### config.mk
export PLATFORM = sky130hd
export DESIGN_NAME = ldc_cmd_core
export DESIGN_NICKNAME = d
export VERILOG_FILES = /design/src/include/ldc_pkg.sv /design/src/core/ldc_cmd_core.sv /design/src/core/ldc_col_ctr.sv /design/src/core/ldc_com_window.sv
export SDC_FILE = /design/constraint.sdc
export NUM_CORES = 1
export LEC_CHECK = 0
export BUFFER_PORTS_ARGS = -buffer_cell sky130_fd_sc_hd__clkbuf_2
export CELL_PAD_IN_SITES_DETAIL_PLACEMENT = 0
export CELL_PAD_IN_SITES_GLOBAL_PLACEMENT = 1
export CORE_MARGIN = 2
export CORE_UTILIZATION = 40
export CTS_BUF_LIST = sky130_fd_sc_hd__clkbuf_2
export DETAILED_ROUTE_END_ITERATION = 12
export PLACE_DENSITY = 0.79
export SLEW_MARGIN = 20
export SYNTH_ARGS = -nofsm -noshare
export SYNTH_HDL_FRONTEND = slang
export SYNTH_SLANG_ARGS = --single-unit
### constraint.sdc
create_clock -name mclk_i -period 2.25 [get_ports mclk_i]
set_input_delay 0.225 -clock mclk_i [delete_from_list [all_inputs] [get_ports mclk_i]]
set_output_delay 0.225 -clock mclk_i [all_outputs]
set_load 0.01 [all_outputs]
### src/include/ldc_pkg.sv
package ldc_pkg;

  // command codes, taken with cmd_data_select low
  localparam logic [7:0] CMD_AREA_SCROLL = 8'h10;
  localparam logic [7:0] CMD_DISP_MODE = 8'h66;
  localparam logic [7:0] CMD_DUTY_SET = 8'h6D;
  localparam logic [6:0] CMD_PART_ONOFF = 7'h4B;
  localparam logic [7:0] CMD_PART_SET = 8'h32;
  localparam logic [7:0] CMD_RMW = 8'hE0;
  localparam logic [7:0] CMD_RMW_END = 8'hEE;

  // parameter byte positions
  localparam logic [2:0] IDX_MODE = 3'h0;
  localparam logic [2:0] IDX_START = 3'h1;
  localparam logic [2:0] IDX_END_LO = 3'h2;
  localparam logic [2:0] IDX_END_MSB = 3'h3;
  localparam logic [2:0] IDX_CNT_GRAY = 3'h3;
  localparam logic [2:0] IDX_CNT_BIN = 3'h4;
  localparam logic [2:0] IDX_DUTY = 3'h0;
  localparam logic [2:0] IDX_BLOCK = 3'h1;
  localparam logic [2:0] IDX_PSTART = 3'h0;
  localparam logic [2:0] IDX_PCOUNT = 3'h1;
  localparam logic [2:0] IDX_DMODE = 3'h0;

  // field positions
  localparam int unsigned END_MSB_BIT = 8;
  localparam int unsigned SIX_BIT_W = 6;
  localparam logic [1:0] DMODE_BINARY = 2'h1;

  // reset values
  localparam logic [5:0] DUTY_RST = 6'h20;
  localparam logic [5:0] BLOCK_RST = 6'h00;
  localparam logic [1:0] DMODE_RST = 2'h0;
  localparam logic [7:0] COL_RST = 8'h00;

  // common line and column geometry
  localparam logic [8:0] COM_LINES = 9'h084;
  localparam logic [7:0] COL_LAST = 8'h9F;

  typedef enum logic [2:0] {
    ST_IDLE = 3'b000,
    ST_SCROLL = 3'b001,
    ST_DUTY = 3'b010,
    ST_PART = 3'b011,
    ST_DMODE = 3'b100
  } ldc_state_t;

  typedef struct packed {
    logic cds;
    logic [7:0] data;
  } ldc_host_byte_t;

  typedef struct packed {
    logic [1:0] mode;
    logic [7:0] start_line;
    logic [8:0] end_line;
    logic [7:0] line_count;
  } ldc_scroll_t;

  typedef struct packed {
    logic enable;
    logic [7:0] start_line;
    logic [7:0] line_count;
  } ldc_partial_t;

endpackage : ldc_pkg

### src/core/ldc_cmd_core.sv
`timescale 1ns/1ps
// Overview of operation
// - binary scroll: mode, start, endlo, endmsb, count
// - binary scroll end is nine bits
// - other scroll fields decode as gray mode
// - duty code N gives 1/(4(N+1))
// - duty resets to 1/132
// - start block k begins at line 4k
// - start block resets to zero
// - driven lines wrap past last common line
// - partial on/off by command bit zero
// - partial set: start line then line count
// - partial display keeps duty setting
// - rmw saves column, reads hold column
// - end leaves rmw, restores saved column
// - display mode gray or binary, gray at reset
module ldc_cmd_core (
  // clock and reset
  input wire logic mclk_i,
  input wire logic rst_n_i,
  // host byte port
  input wire logic wr_i,
  input wire ldc_pkg::ldc_host_byte_t byte_i,
  // display data access from the rest of the decoder
  input wire logic ddram_wr_i,
  input wire logic ddram_rd_i,
  input wire logic col_load_i,
  input wire logic [7:0] col_load_val_i,
  // settings
  output logic binary_mode_o,
  output logic [5:0] duty_o,
  output logic [5:0] block_o,
  output ldc_pkg::ldc_scroll_t scroll_o,
  output ldc_pkg::ldc_partial_t partial_o,
  output logic rmw_o,
  // derived state
  output logic [7:0] col_addr_o,
  output logic [8:0] com_first_o,
  output logic [8:0] com_last_o
);

  function automatic ldc_pkg::ldc_state_t decode_cmd(input logic [7:0] b);
    case (b)
      ldc_pkg::CMD_AREA_SCROLL: decode_cmd = ldc_pkg::ST_SCROLL;
      ldc_pkg::CMD_DUTY_SET: decode_cmd = ldc_pkg::ST_DUTY;
      ldc_pkg::CMD_PART_SET: decode_cmd = ldc_pkg::ST_PART;
      ldc_pkg::CMD_DISP_MODE: decode_cmd = ldc_pkg::ST_DMODE;
      default: decode_cmd = ldc_pkg::ST_IDLE;
    endcase
  endfunction : decode_cmd

  function automatic logic [2:0] last_idx(input ldc_pkg::ldc_state_t s,
                                          input logic bin);
    case (s)
      ldc_pkg::ST_SCROLL: begin
        last_idx = bin ? ldc_pkg::IDX_CNT_BIN : ldc_pkg::IDX_CNT_GRAY;
      end
      ldc_pkg::ST_DUTY: last_idx = ldc_pkg::IDX_BLOCK;
      ldc_pkg::ST_PART: last_idx = ldc_pkg::IDX_PCOUNT;
      default: last_idx = 3'h0;
    endcase
  endfunction : last_idx

  ldc_pkg::ldc_state_t state_reg;
  logic [2:0] pidx_reg;
  logic scroll_bin_reg;
  logic cmd_wr;
  logic prm_wr;
  logic [7:0] d;
  logic rmw_enter;
  logic rmw_leave;

  // byte classification by the select pin
  assign cmd_wr = wr_i && !byte_i.cds;
  assign prm_wr = wr_i && byte_i.cds && state_reg != ldc_pkg::ST_IDLE;
  assign d = byte_i.data;
  assign rmw_enter = cmd_wr && d == ldc_pkg::CMD_RMW;
  assign rmw_leave = cmd_wr && d == ldc_pkg::CMD_RMW_END && rmw_o;

  // pending command and parameter position
  always_ff @(posedge mclk_i or negedge rst_n_i) begin
    if (!rst_n_i) begin
      state_reg <= ldc_pkg::ST_IDLE;
      pidx_reg <= 3'h0;
    end else if (cmd_wr) begin
      state_reg <= decode_cmd(d);
      pidx_reg <= 3'h0;
    end else if (prm_wr) begin
      if (pidx_reg == last_idx(state_reg, scroll_bin_reg)) begin
        state_reg <= ldc_pkg::ST_IDLE;
        pidx_reg <= 3'h0;
      end else begin
        pidx_reg <= 3'(pidx_reg + 3'h1);
      end
    end
  end

  // scroll layout is fixed by the mode in force at the command byte
  always_ff @(posedge mclk_i or negedge rst_n_i) begin
    if (!rst_n_i) begin
      scroll_bin_reg <= 1'b0;
    end else if (cmd_wr) begin
      scroll_bin_reg <= binary_mode_o;
    end
  end

  // display mode
  always_ff @(posedge mclk_i or negedge rst_n_i) begin
    if (!rst_n_i) begin
      binary_mode_o <= 1'b0;
    end else if (prm_wr && state_reg == ldc_pkg::ST_DMODE) begin
      binary_mode_o <= (d[1:0] == ldc_pkg::DMODE_BINARY);
    end
  end

  // area scroll fields
  always_ff @(posedge mclk_i or negedge rst_n_i) begin
    if (!rst_n_i) begin
      scroll_o <= '0;
    end else if (prm_wr && state_reg == ldc_pkg::ST_SCROLL) begin
      case (pidx_reg)
        ldc_pkg::IDX_MODE: scroll_o.mode <= d[1:0];
        ldc_pkg::IDX_START: scroll_o.start_line <= d;
        ldc_pkg::IDX_END_LO: begin
          scroll_o.end_line[7:0] <= d;
          if (!scroll_bin_reg) begin
            scroll_o.end_line[ldc_pkg::END_MSB_BIT] <= 1'b0;
          end
        end
        ldc_pkg::IDX_END_MSB: begin
          if (scroll_bin_reg) begin
            scroll_o.end_line[ldc_pkg::END_MSB_BIT] <= d[0];
          end else begin
            scroll_o.line_count <= d;
          end
        end
        ldc_pkg::IDX_CNT_BIN: scroll_o.line_count <= d;
        default: scroll_o <= scroll_o;
      endcase
    end
  end

  // duty and start block
  always_ff @(posedge mclk_i or negedge rst_n_i) begin
    if (!rst_n_i) begin
      duty_o <= ldc_pkg::DUTY_RST;
      block_o <= ldc_pkg::BLOCK_RST;
    end else if (prm_wr && state_reg == ldc_pkg::ST_DUTY) begin
      if (pidx_reg == ldc_pkg::IDX_DUTY) begin
        duty_o <= d[ldc_pkg::SIX_BIT_W-1:0];
      end else begin
        block_o <= d[ldc_pkg::SIX_BIT_W-1:0];
      end
    end
  end

  // partial display
  always_ff @(posedge mclk_i or negedge rst_n_i) begin
    if (!rst_n_i) begin
      partial_o <= '0;
    end else if (cmd_wr && d[7:1] == ldc_pkg::CMD_PART_ONOFF) begin
      partial_o.enable <= d[0];
    end else if (prm_wr && state_reg == ldc_pkg::ST_PART) begin
      if (pidx_reg == ldc_pkg::IDX_PSTART) begin
        partial_o.start_line <= d;
      end else begin
        partial_o.line_count <= d;
      end
    end
  end

  // read-modify-write mode flag
  always_ff @(posedge mclk_i or negedge rst_n_i) begin
    if (!rst_n_i) begin
      rmw_o <= 1'b0;
    end else if (rmw_enter) begin
      rmw_o <= 1'b1;
    end else if (rmw_leave) begin
      rmw_o <= 1'b0;
    end
  end

  // a column load during rmw is the host's fault and is obeyed
  ldc_col_ctr u_col (
    .mclk_i(mclk_i),
    .rst_n_i(rst_n_i),
    .load_i(col_load_i),
    .load_val_i(col_load_val_i),
    .wr_i(ddram_wr_i),
    .rd_i(ddram_rd_i),
    .hold_rd_i(rmw_o),
    .save_i(rmw_enter && !rmw_o),
    .restore_i(rmw_leave),
    .col_o(col_addr_o)
  );

  // block and duty are set only by their own command
  ldc_com_window u_com (
    .mclk_i(mclk_i),
    .rst_n_i(rst_n_i),
    .duty_i(duty_o),
    .block_i(block_o),
    .com_first_o(com_first_o),
    .com_last_o(com_last_o)
  );

  AST_RESET_DUTY: assert property (@(posedge mclk_i)
    $rose(rst_n_i) |-> duty_o == 6'h20 && block_o == 6'h00)
    else $error("duty or block wrong after reset");

  AST_SCROLL_MSB: assert property (@(posedge mclk_i)
    disable iff (!rst_n_i)
    (prm_wr && state_reg == ldc_pkg::ST_SCROLL && scroll_bin_reg
      && pidx_reg == 3'h3)
      |=> scroll_o.end_line[8] == $past(d[0]) && state_reg == $past(state_reg))
    else $error("binary scroll end msb not taken");

  AST_SCROLL_GRAY: assert property (@(posedge mclk_i)
    disable iff (!rst_n_i)
    (prm_wr && state_reg == ldc_pkg::ST_SCROLL && !scroll_bin_reg
      && pidx_reg == 3'h2)
      |=> scroll_o.end_line == {1'b0, $past(d)})
    else $error("gray scroll end line wrong");

  AST_SCROLL_LAST: assert property (@(posedge mclk_i)
    disable iff (!rst_n_i)
    (prm_wr && state_reg == ldc_pkg::ST_SCROLL && scroll_bin_reg
      && pidx_reg == 3'h4)
      |=> scroll_o.line_count == $past(d) && state_reg == ldc_pkg::ST_IDLE)
    else $error("binary scroll count or sequence end wrong");

  AST_DUTY_BLOCK: assert property (@(posedge mclk_i)
    disable iff (!rst_n_i)
    (prm_wr && state_reg == ldc_pkg::ST_DUTY && pidx_reg == 3'h0)
      ##1 (prm_wr && byte_i.cds)
      |=> duty_o == $past(duty_o) && block_o == $past(d[5:0]))
    else $error("duty pair not stored in order");

  AST_PART_ONOFF: assert property (@(posedge mclk_i)
    disable iff (!rst_n_i)
    (cmd_wr && d[7:1] == 7'h4B) |=> partial_o.enable == $past(d[0]))
    else $error("partial enable bit wrong");

  AST_PART_KEEP_DUTY: assert property (@(posedge mclk_i)
    disable iff (!rst_n_i)
    (prm_wr && state_reg == ldc_pkg::ST_PART)
      |=> $stable(duty_o) && $stable(block_o))
    else $error("partial setting changed duty");

  AST_PART_COUNT: assert property (@(posedge mclk_i)
    disable iff (!rst_n_i)
    (prm_wr && state_reg == ldc_pkg::ST_PART && pidx_reg == 3'h1)
      |=> partial_o.line_count == $past(d) && state_reg == ldc_pkg::ST_IDLE)
    else $error("partial line count not taken");

  AST_RMW_HOLD: assert property (@(posedge mclk_i)
    disable iff (!rst_n_i)
    (rmw_o && ddram_rd_i && !ddram_wr_i && !col_load_i && !cmd_wr)
      |=> $stable(col_addr_o))
    else $error("read moved column during rmw");

  AST_RMW_ENTER: assert property (@(posedge mclk_i)
    disable iff (!rst_n_i)
    (rmw_enter || (rmw_o && !rmw_leave)) |=> rmw_o)
    else $error("rmw mode dropped without end");

  AST_PARAM_IDLE: assert property (@(posedge mclk_i)
    disable iff (!rst_n_i)
    (wr_i && byte_i.cds && state_reg == ldc_pkg::ST_IDLE)
      |=> $stable(duty_o) && $stable(scroll_o) && $stable(partial_o))
    else $error("stray parameter changed settings");

  AST_SCROLL_MODE: assert property (@(posedge mclk_i)
    disable iff (!rst_n_i)
    (prm_wr && state_reg == ldc_pkg::ST_SCROLL && pidx_reg == 3'h0)
      |=> scroll_o.mode == $past(d[1:0]))
    else $error("scroll mode not taken");

  AST_SCROLL_START: assert property (@(posedge mclk_i)
    disable iff (!rst_n_i)
    (prm_wr && state_reg == ldc_pkg::ST_SCROLL && pidx_reg == 3'h1)
      |=> scroll_o.start_line == $past(d))
    else $error("scroll start line not taken");

  AST_DUTY_STORE: assert property (@(posedge mclk_i)
    disable iff (!rst_n_i)
    (prm_wr && state_reg == ldc_pkg::ST_DUTY && pidx_reg == 3'h0)
      |=> duty_o == $past(d[5:0]))
    else $error("duty code not taken");

  AST_PART_START: assert property (@(posedge mclk_i)
    disable iff (!rst_n_i)
    (prm_wr && state_reg == ldc_pkg::ST_PART && pidx_reg == 3'h0)
      |=> partial_o.start_line == $past(d))
    else $error("partial start line not taken");

  AST_DMODE_SET: assert property (@(posedge mclk_i)
    disable iff (!rst_n_i)
    (prm_wr && state_reg == ldc_pkg::ST_DMODE)
      |=> binary_mode_o == ($past(d[1:0]) == ldc_pkg::DMODE_BINARY))
    else $error("display mode parameter not taken");

  AST_CMD_RESTART: assert property (@(posedge mclk_i)
    disable iff (!rst_n_i)
    cmd_wr |=> pidx_reg == 3'h0)
    else $error("command byte did not restart decoding");

  AST_RMW_LEAVE: assert property (@(posedge mclk_i)
    disable iff (!rst_n_i)
    rmw_leave |=> !rmw_o)
    else $error("end command did not leave rmw");

endmodule : ldc_cmd_core

### src/core/ldc_col_ctr.sv
`timescale 1ns/1ps
module ldc_col_ctr (
  // clock and reset
  input wire logic mclk_i,
  input wire logic rst_n_i,
  // column control
  input wire logic load_i,
  input wire logic [7:0] load_val_i,
  input wire logic wr_i,
  input wire logic rd_i,
  input wire logic hold_rd_i,
  input wire logic save_i,
  input wire logic restore_i,
  // column address
  output logic [7:0] col_o
);

  function automatic logic [7:0] next_col(input logic [7:0] c);
    next_col = (c == ldc_pkg::COL_LAST) ? 8'h00 : 8'(c + 8'h01);
  endfunction : next_col

  logic [7:0] save_reg;

  always_ff @(posedge mclk_i or negedge rst_n_i) begin
    if (!rst_n_i) begin
      save_reg <= ldc_pkg::COL_RST;
    end else if (save_i) begin
      save_reg <= col_o;
    end
  end

  always_ff @(posedge mclk_i or negedge rst_n_i) begin
    if (!rst_n_i) begin
      col_o <= ldc_pkg::COL_RST;
    end else if (restore_i) begin
      col_o <= save_reg;
    end else if (load_i) begin
      col_o <= load_val_i;
    end else if (wr_i) begin
      col_o <= next_col(col_o);
    end else if (rd_i && !hold_rd_i) begin
      col_o <= next_col(col_o);
    end
  end

  AST_RMW_RESTORE: assert property (@(posedge mclk_i)
    disable iff (!rst_n_i)
    restore_i |=> col_o == $past(save_reg))
    else $error("column not restored on end");

  AST_WR_ADVANCE: assert property (@(posedge mclk_i)
    disable iff (!rst_n_i)
    (wr_i && !load_i && !restore_i && col_o != ldc_pkg::COL_LAST)
      |=> col_o == 8'($past(col_o) + 8'h01))
    else $error("data write did not advance column");

endmodule : ldc_col_ctr

### src/core/ldc_com_window.sv
`timescale 1ns/1ps
module ldc_com_window (
  // clock and reset
  input wire logic mclk_i,
  input wire logic rst_n_i,
  // settings
  input wire logic [5:0] duty_i,
  input wire logic [5:0] block_i,
  // driven common range
  output logic [8:0] com_first_o,
  output logic [8:0] com_last_o
);

  function automatic logic [8:0] wrap_com(input logic [9:0] line);
    logic [9:0] lim;
    lim = {1'b0, ldc_pkg::COM_LINES};
    if (line >= lim) begin
      wrap_com = 9'(line - lim);
    end else begin
      wrap_com = line[8:0];
    end
  endfunction : wrap_com

  logic [9:0] first;
  logic [9:0] last_raw;
  assign first = {2'h0, block_i, 2'h0};
  assign last_raw = first + {2'h0, duty_i, 2'h3};

  always_ff @(posedge mclk_i or negedge rst_n_i) begin
    if (!rst_n_i) begin
      com_first_o <= 9'h000;
      com_last_o <= 9'(ldc_pkg::COM_LINES - 9'h001);
    end else begin
      com_first_o <= wrap_com(first);
      com_last_o <= wrap_com(last_raw);
    end
  end

  AST_COM_WRAP: assert property (@(posedge mclk_i)
    disable iff (!rst_n_i)
    (duty_i <= 6'h20 && block_i <= 6'h20) |=> (com_last_o < 9'h084))
    else $error("common range does not wrap");

endmodule : ldc_com_window

==> results.env <==
DIE_W_UM=112.5
FINAL-MAX-SLEW-VIOLATION-COUNT=0
FINAL_ANTENNA_VIOLATING_NET_COUNT=0
START_UTIL=0.4108
SYN_AREA_PER_CELL_SQ_UM=11.69
ROUTE.DETAILED.VIAS_PER_INST=5.212
DETAILROUTE.VIA_COUNT=3591
SETUP_WS_NS=-0.03541
R2R_SLACK_NS=-0.04
DETAIL_ROUTE.DRC_VIOLATIONS=0
FMAX_MHz=437.6
ANTENNA_CELLS=0
WORST_CLOCK_SKEW_NS=0.03099
FIN_CRIT_SH=1.016
GRT_ANTENNA_BEFORE_REPAIR=0
CLOCK_INSERTION_DELAY_WORST_SKEW_NS=0.63
MAXIMUM_FANOUT_ENCOUNTERED_ON_THE_CRITICAL_TIMING_PATH=5
GRT_UTIL_ALL_LAYERS=0.1867
NUMPORTBUFFERS=102
POWER_LEAKAGE_nW=2.949
TRITONCTS='built'
WARNINGS_SYNTHESIS=0
TIMING.FINAL.SETUP_VIOLATIONS=1
FILLCELLCOUNT=1027
MAXIMUM_NUMBER_OF_PINS_ON_ONE_NET_BEFORE_GLOBAL_ROUTE_REPAIR=41
AREA_GROW_SYN2LAYOUT_PCT=24.62
I_O_PIN_TOTAL=107
CRIT-REG2REG-LAUNCH='duty_o[0]$_DFFE_PN0P_'
R2R_CELLS=7
STD_CELL_ROWS=39
REG.LARGEST.LIST='scroll_o x27, partial_o x17'
HOLDCRITPATHCLASS='input pin to flip-flop'
NETLIST_AREA_SQ_UM=4711
DRT_ITER0_MARKERS=165
CLK_PATH_BUF_DEPTH=2
SYNTH.DISTINCT_CELLS=67
REQUIRED_NS=2.82
CRIT_PATH_START_KIND='flip-flop'
CRITPATHKIND='flip-flop to flip-flop'
GP_CONGESTION=0.8430
GRT_FIRST_PASS_WIRELENGTH_MM=18.69
ENDPOINT='u_com.com_last_o[3]$_DFF_PN0_'
CORE_AREA_SQ_UM=11470
FIRSTDRTPASSITERS=4
DPL.HPWL_MM=8.353
CTSROOTBUFFERMASTER='clkbuf_2'
SYNTH_ASYNC_SR_FLOP_SHARE=1.000
NETLIST_INSTANCES=403
TOP_REGISTER='scroll_o'
MIN_PERIOD_NS=2.285
CRIT_PATH_CELL_TRACE='ha_4 > fa_2 > a211o_1 > a311oi_2 > or2_4 > o2bb2ai_4 > mux2i_1'
GRT_OVERFLOW=0
FAILED_CHECKS='setup timing'
GRT_PASS1_VIAS=3587
TOTALWIRELENGTH_MM=11.45
DPL.CELL_COUNT=648
DIE_AREA_SQ_UM=12660
NUMBER_OF_FLOPS_MAPPED_TO_ENABLE_CELLS_BY_YOSYS=0
FFS_LATCHES_SYNTH=95
RSZ_0062_RAISED_AFTER_GLOBAL_ROUTING='yes'
CPPEAKSTAGEDELAY_NS=0.48
CLKSINKCOUNT=95
CRIT_START='duty_o[0]$_DFFE_PN0P_'
NUMCTSBUFFERS=9
HOLD_VIOL=0
CTS_CLK_PIN_SLEW_WORST_PATHS_NS=0.28
FINAL_NETS=580
VDD_IR_DROP_MAX_mV=0.3920
STATUS='complete, but fails checks'
SLOWEST_STAGE='dfrtp_1'
DRV_CAP=0
LAYOUT-DRIVE-GT1-SHARE=0.4249
POST_LAYOUT_NONFILLER_INSTANCES=689
SYNTH_TOP_FLOP_CELL='dfrtp_1'
LARGEST_REGISTER_FF_COUNT=27
SLEW_HEADROOM=0.6482
WORSTREG2REGEND='u_com.com_last_o[3]$_DFF_PN0_'
TOTAL_POWER_W=0.003742
SEQ_TOTAL_AREA_YOSYS=0.5052
WORST-SLEW-PIN-TRANSITION_NS=0.5238
PWR_DENSITY_CELL_nW_PER_UM2=637.4
CP_DATA_ARRIVAL_TIME_NS=2.86
HTREEDEPTH=3
CRITPATHCAPTURETYPE='flip-flop'
WL_PER_CELL_UM=16.61
DIE_HEIGHT_UM=112.5
placed cells by master (no fill, tap or decap), types with 3 or more instances in the layout:
cell type	instances
nor3_1	8
clkbuf_2	110
inv_1	10
o21ai_0	21
mux2_2	65
nor2b_1	5
mux2i_1	8
nand3_1	8
xnor2_1	10
o41ai_1	3
nand2b_1	8
dfrtp_1	90
buf_4	22
ha_1	14
nand2_1	31
and3_1	8
xor2_1	3
dlygate4sd3_1	18
dfrtp_2	3
a21oi_1	8
nor2_2	3
conb_1	4
nor2_1	17
report_power, final:
part / internal (W) / total (W) / switching [W]
clock network: 0.000171 / 0.000827 / 0.000656
logic: 0.000444 / 0.000978 / 0.000534
registers: 0.00185 / 0.00194 / 0.0000916
how the worst min path moves through the flow:
stage,start,to,slack (ns),cells after the start
after floorplan,rst_n_i,binary_mode_o$_DFFE_PN0P_,-0.07,0
after global placement,rst_n_i,scroll_o[16]$_DFFE_PN0P_,0.22,1
after detailed placement,rst_n_i,scroll_o[16]$_DFFE_PN0P_,0.23,1
after CTS,col_load_i,u_col.col_o[7]$_DFFE_PN0P_,0.0008,3
after global routing,byte_i[1],block_o[1]$_DFFE_PN0P_,0.005,3
final,col_load_i,u_col.col_o[7]$_DFFE_PN0P_,0.03,3
routing by layer:
| metal | part of all wire | GRT usage | vias to the layer above |
|---|---|---|---|
| met3 | 0.052 | 0.05508 | 12 |
| met1 | 0.44 | 0.2359 | 1771 |
| met4 | 0.012 | 0.04715 | 0 |
| li1 | - | - | 1718 |
| met5 | 0 | 0 | - |
| met2 | 0.50 | 0.3161 | 90 |
repair_timing:
action | in CTS | in global routing
hold buffers | 17 | 1
endpoints found under the setup margin | 5 | 7
hold endpoints to repair | 124 | 7
pin swaps | 4 | 7
buffers inserted | 2 | 5
gates resized for setup | 2 | 10
cells in the mapped netlist, drive strengths merged, types with 3 or more instances:
library cell | count | area share
dfrtp | 93 | 0.49
mux2 | 66 | 0.16
nand2 | 32 | 0.025
o21ai | 22 | 0.023
nor2 | 21 | 0.021
ha | 15 | 0.040
inv | 10 | 0.0080
nor3 | 10 | 0.014
xnor2 | 10 | 0.019
buf | 9 | 0.013
a21oi | 8 | 0.0085
and3 | 8 | 0.011
clkbuf | 8 | 0.0064
mux2i | 8 | 0.017
nand2b | 8 | 0.011
nand3 | 8 | 0.0085
nor2b | 5 | 0.0066
or2 | 5 | 0.0072
nor4 | 3 | 0.0072
o41ai | 3 | 0.0056
xor2 | 3 | 0.0056
worst max-delay path: cells and delay by family, from the launching register on:
family                     cells  cell delay, ns
adders and majority gates      2            0.52
muxes                          1            0.20
DFF                            1            0.48
AOI/OAI and AO/OA              3            0.80
and+or+nand+nor                1            0.23
through the flow:
step / hold WS, ns / utilization / area, sq um / TNS (ns) / setup slack (ns)
6_report: 0.02910 / 0.5119 / 5871 / -0.03541 / -0.03541
3_3_place_gp: 0.2211 / 0.4762 / 5460 / 0 / 0.02546
4_1_cts: 0.0008223 / 0.5033 / 5772 / -0.03380 / -0.02487
3_5_place_dp: 0.2263 / 0.4762 / 5460 / -0.07619 / -0.04451
2_1_floorplan: -0.07059 / - / 4733 / 0 / 0.04543
5_1_grt: 0.004889 / 0.5119 / 5871 / -0.4906 / -0.1450
final cells by class:
type	count	area, sq um	share of cell area
Sequential cell	95	2384	0.4060
Inverter	11	41.29	0.007033
Tap cell	143	178.9	0.03048
Timing Repair Buffer	142	870.8	0.1483
Multi-Input combinational cell	282	2286	0.3894
Clock inverter	7	65.06	0.01108
Clock buffer	9	45.04	0.007673
cell families after synthesis:
logic type	count (synthesis)	synth area share
xor+xnor	13	0.02417
fa+ha+maj	16	0.04409
mux	74	0.1748
simple gates	113	0.1336
flops	95	0.5052
compound gates	62	0.08872
other cells	2	0.001594
buf+inv	28	0.02789
Power figures use the tool's default switching activity.
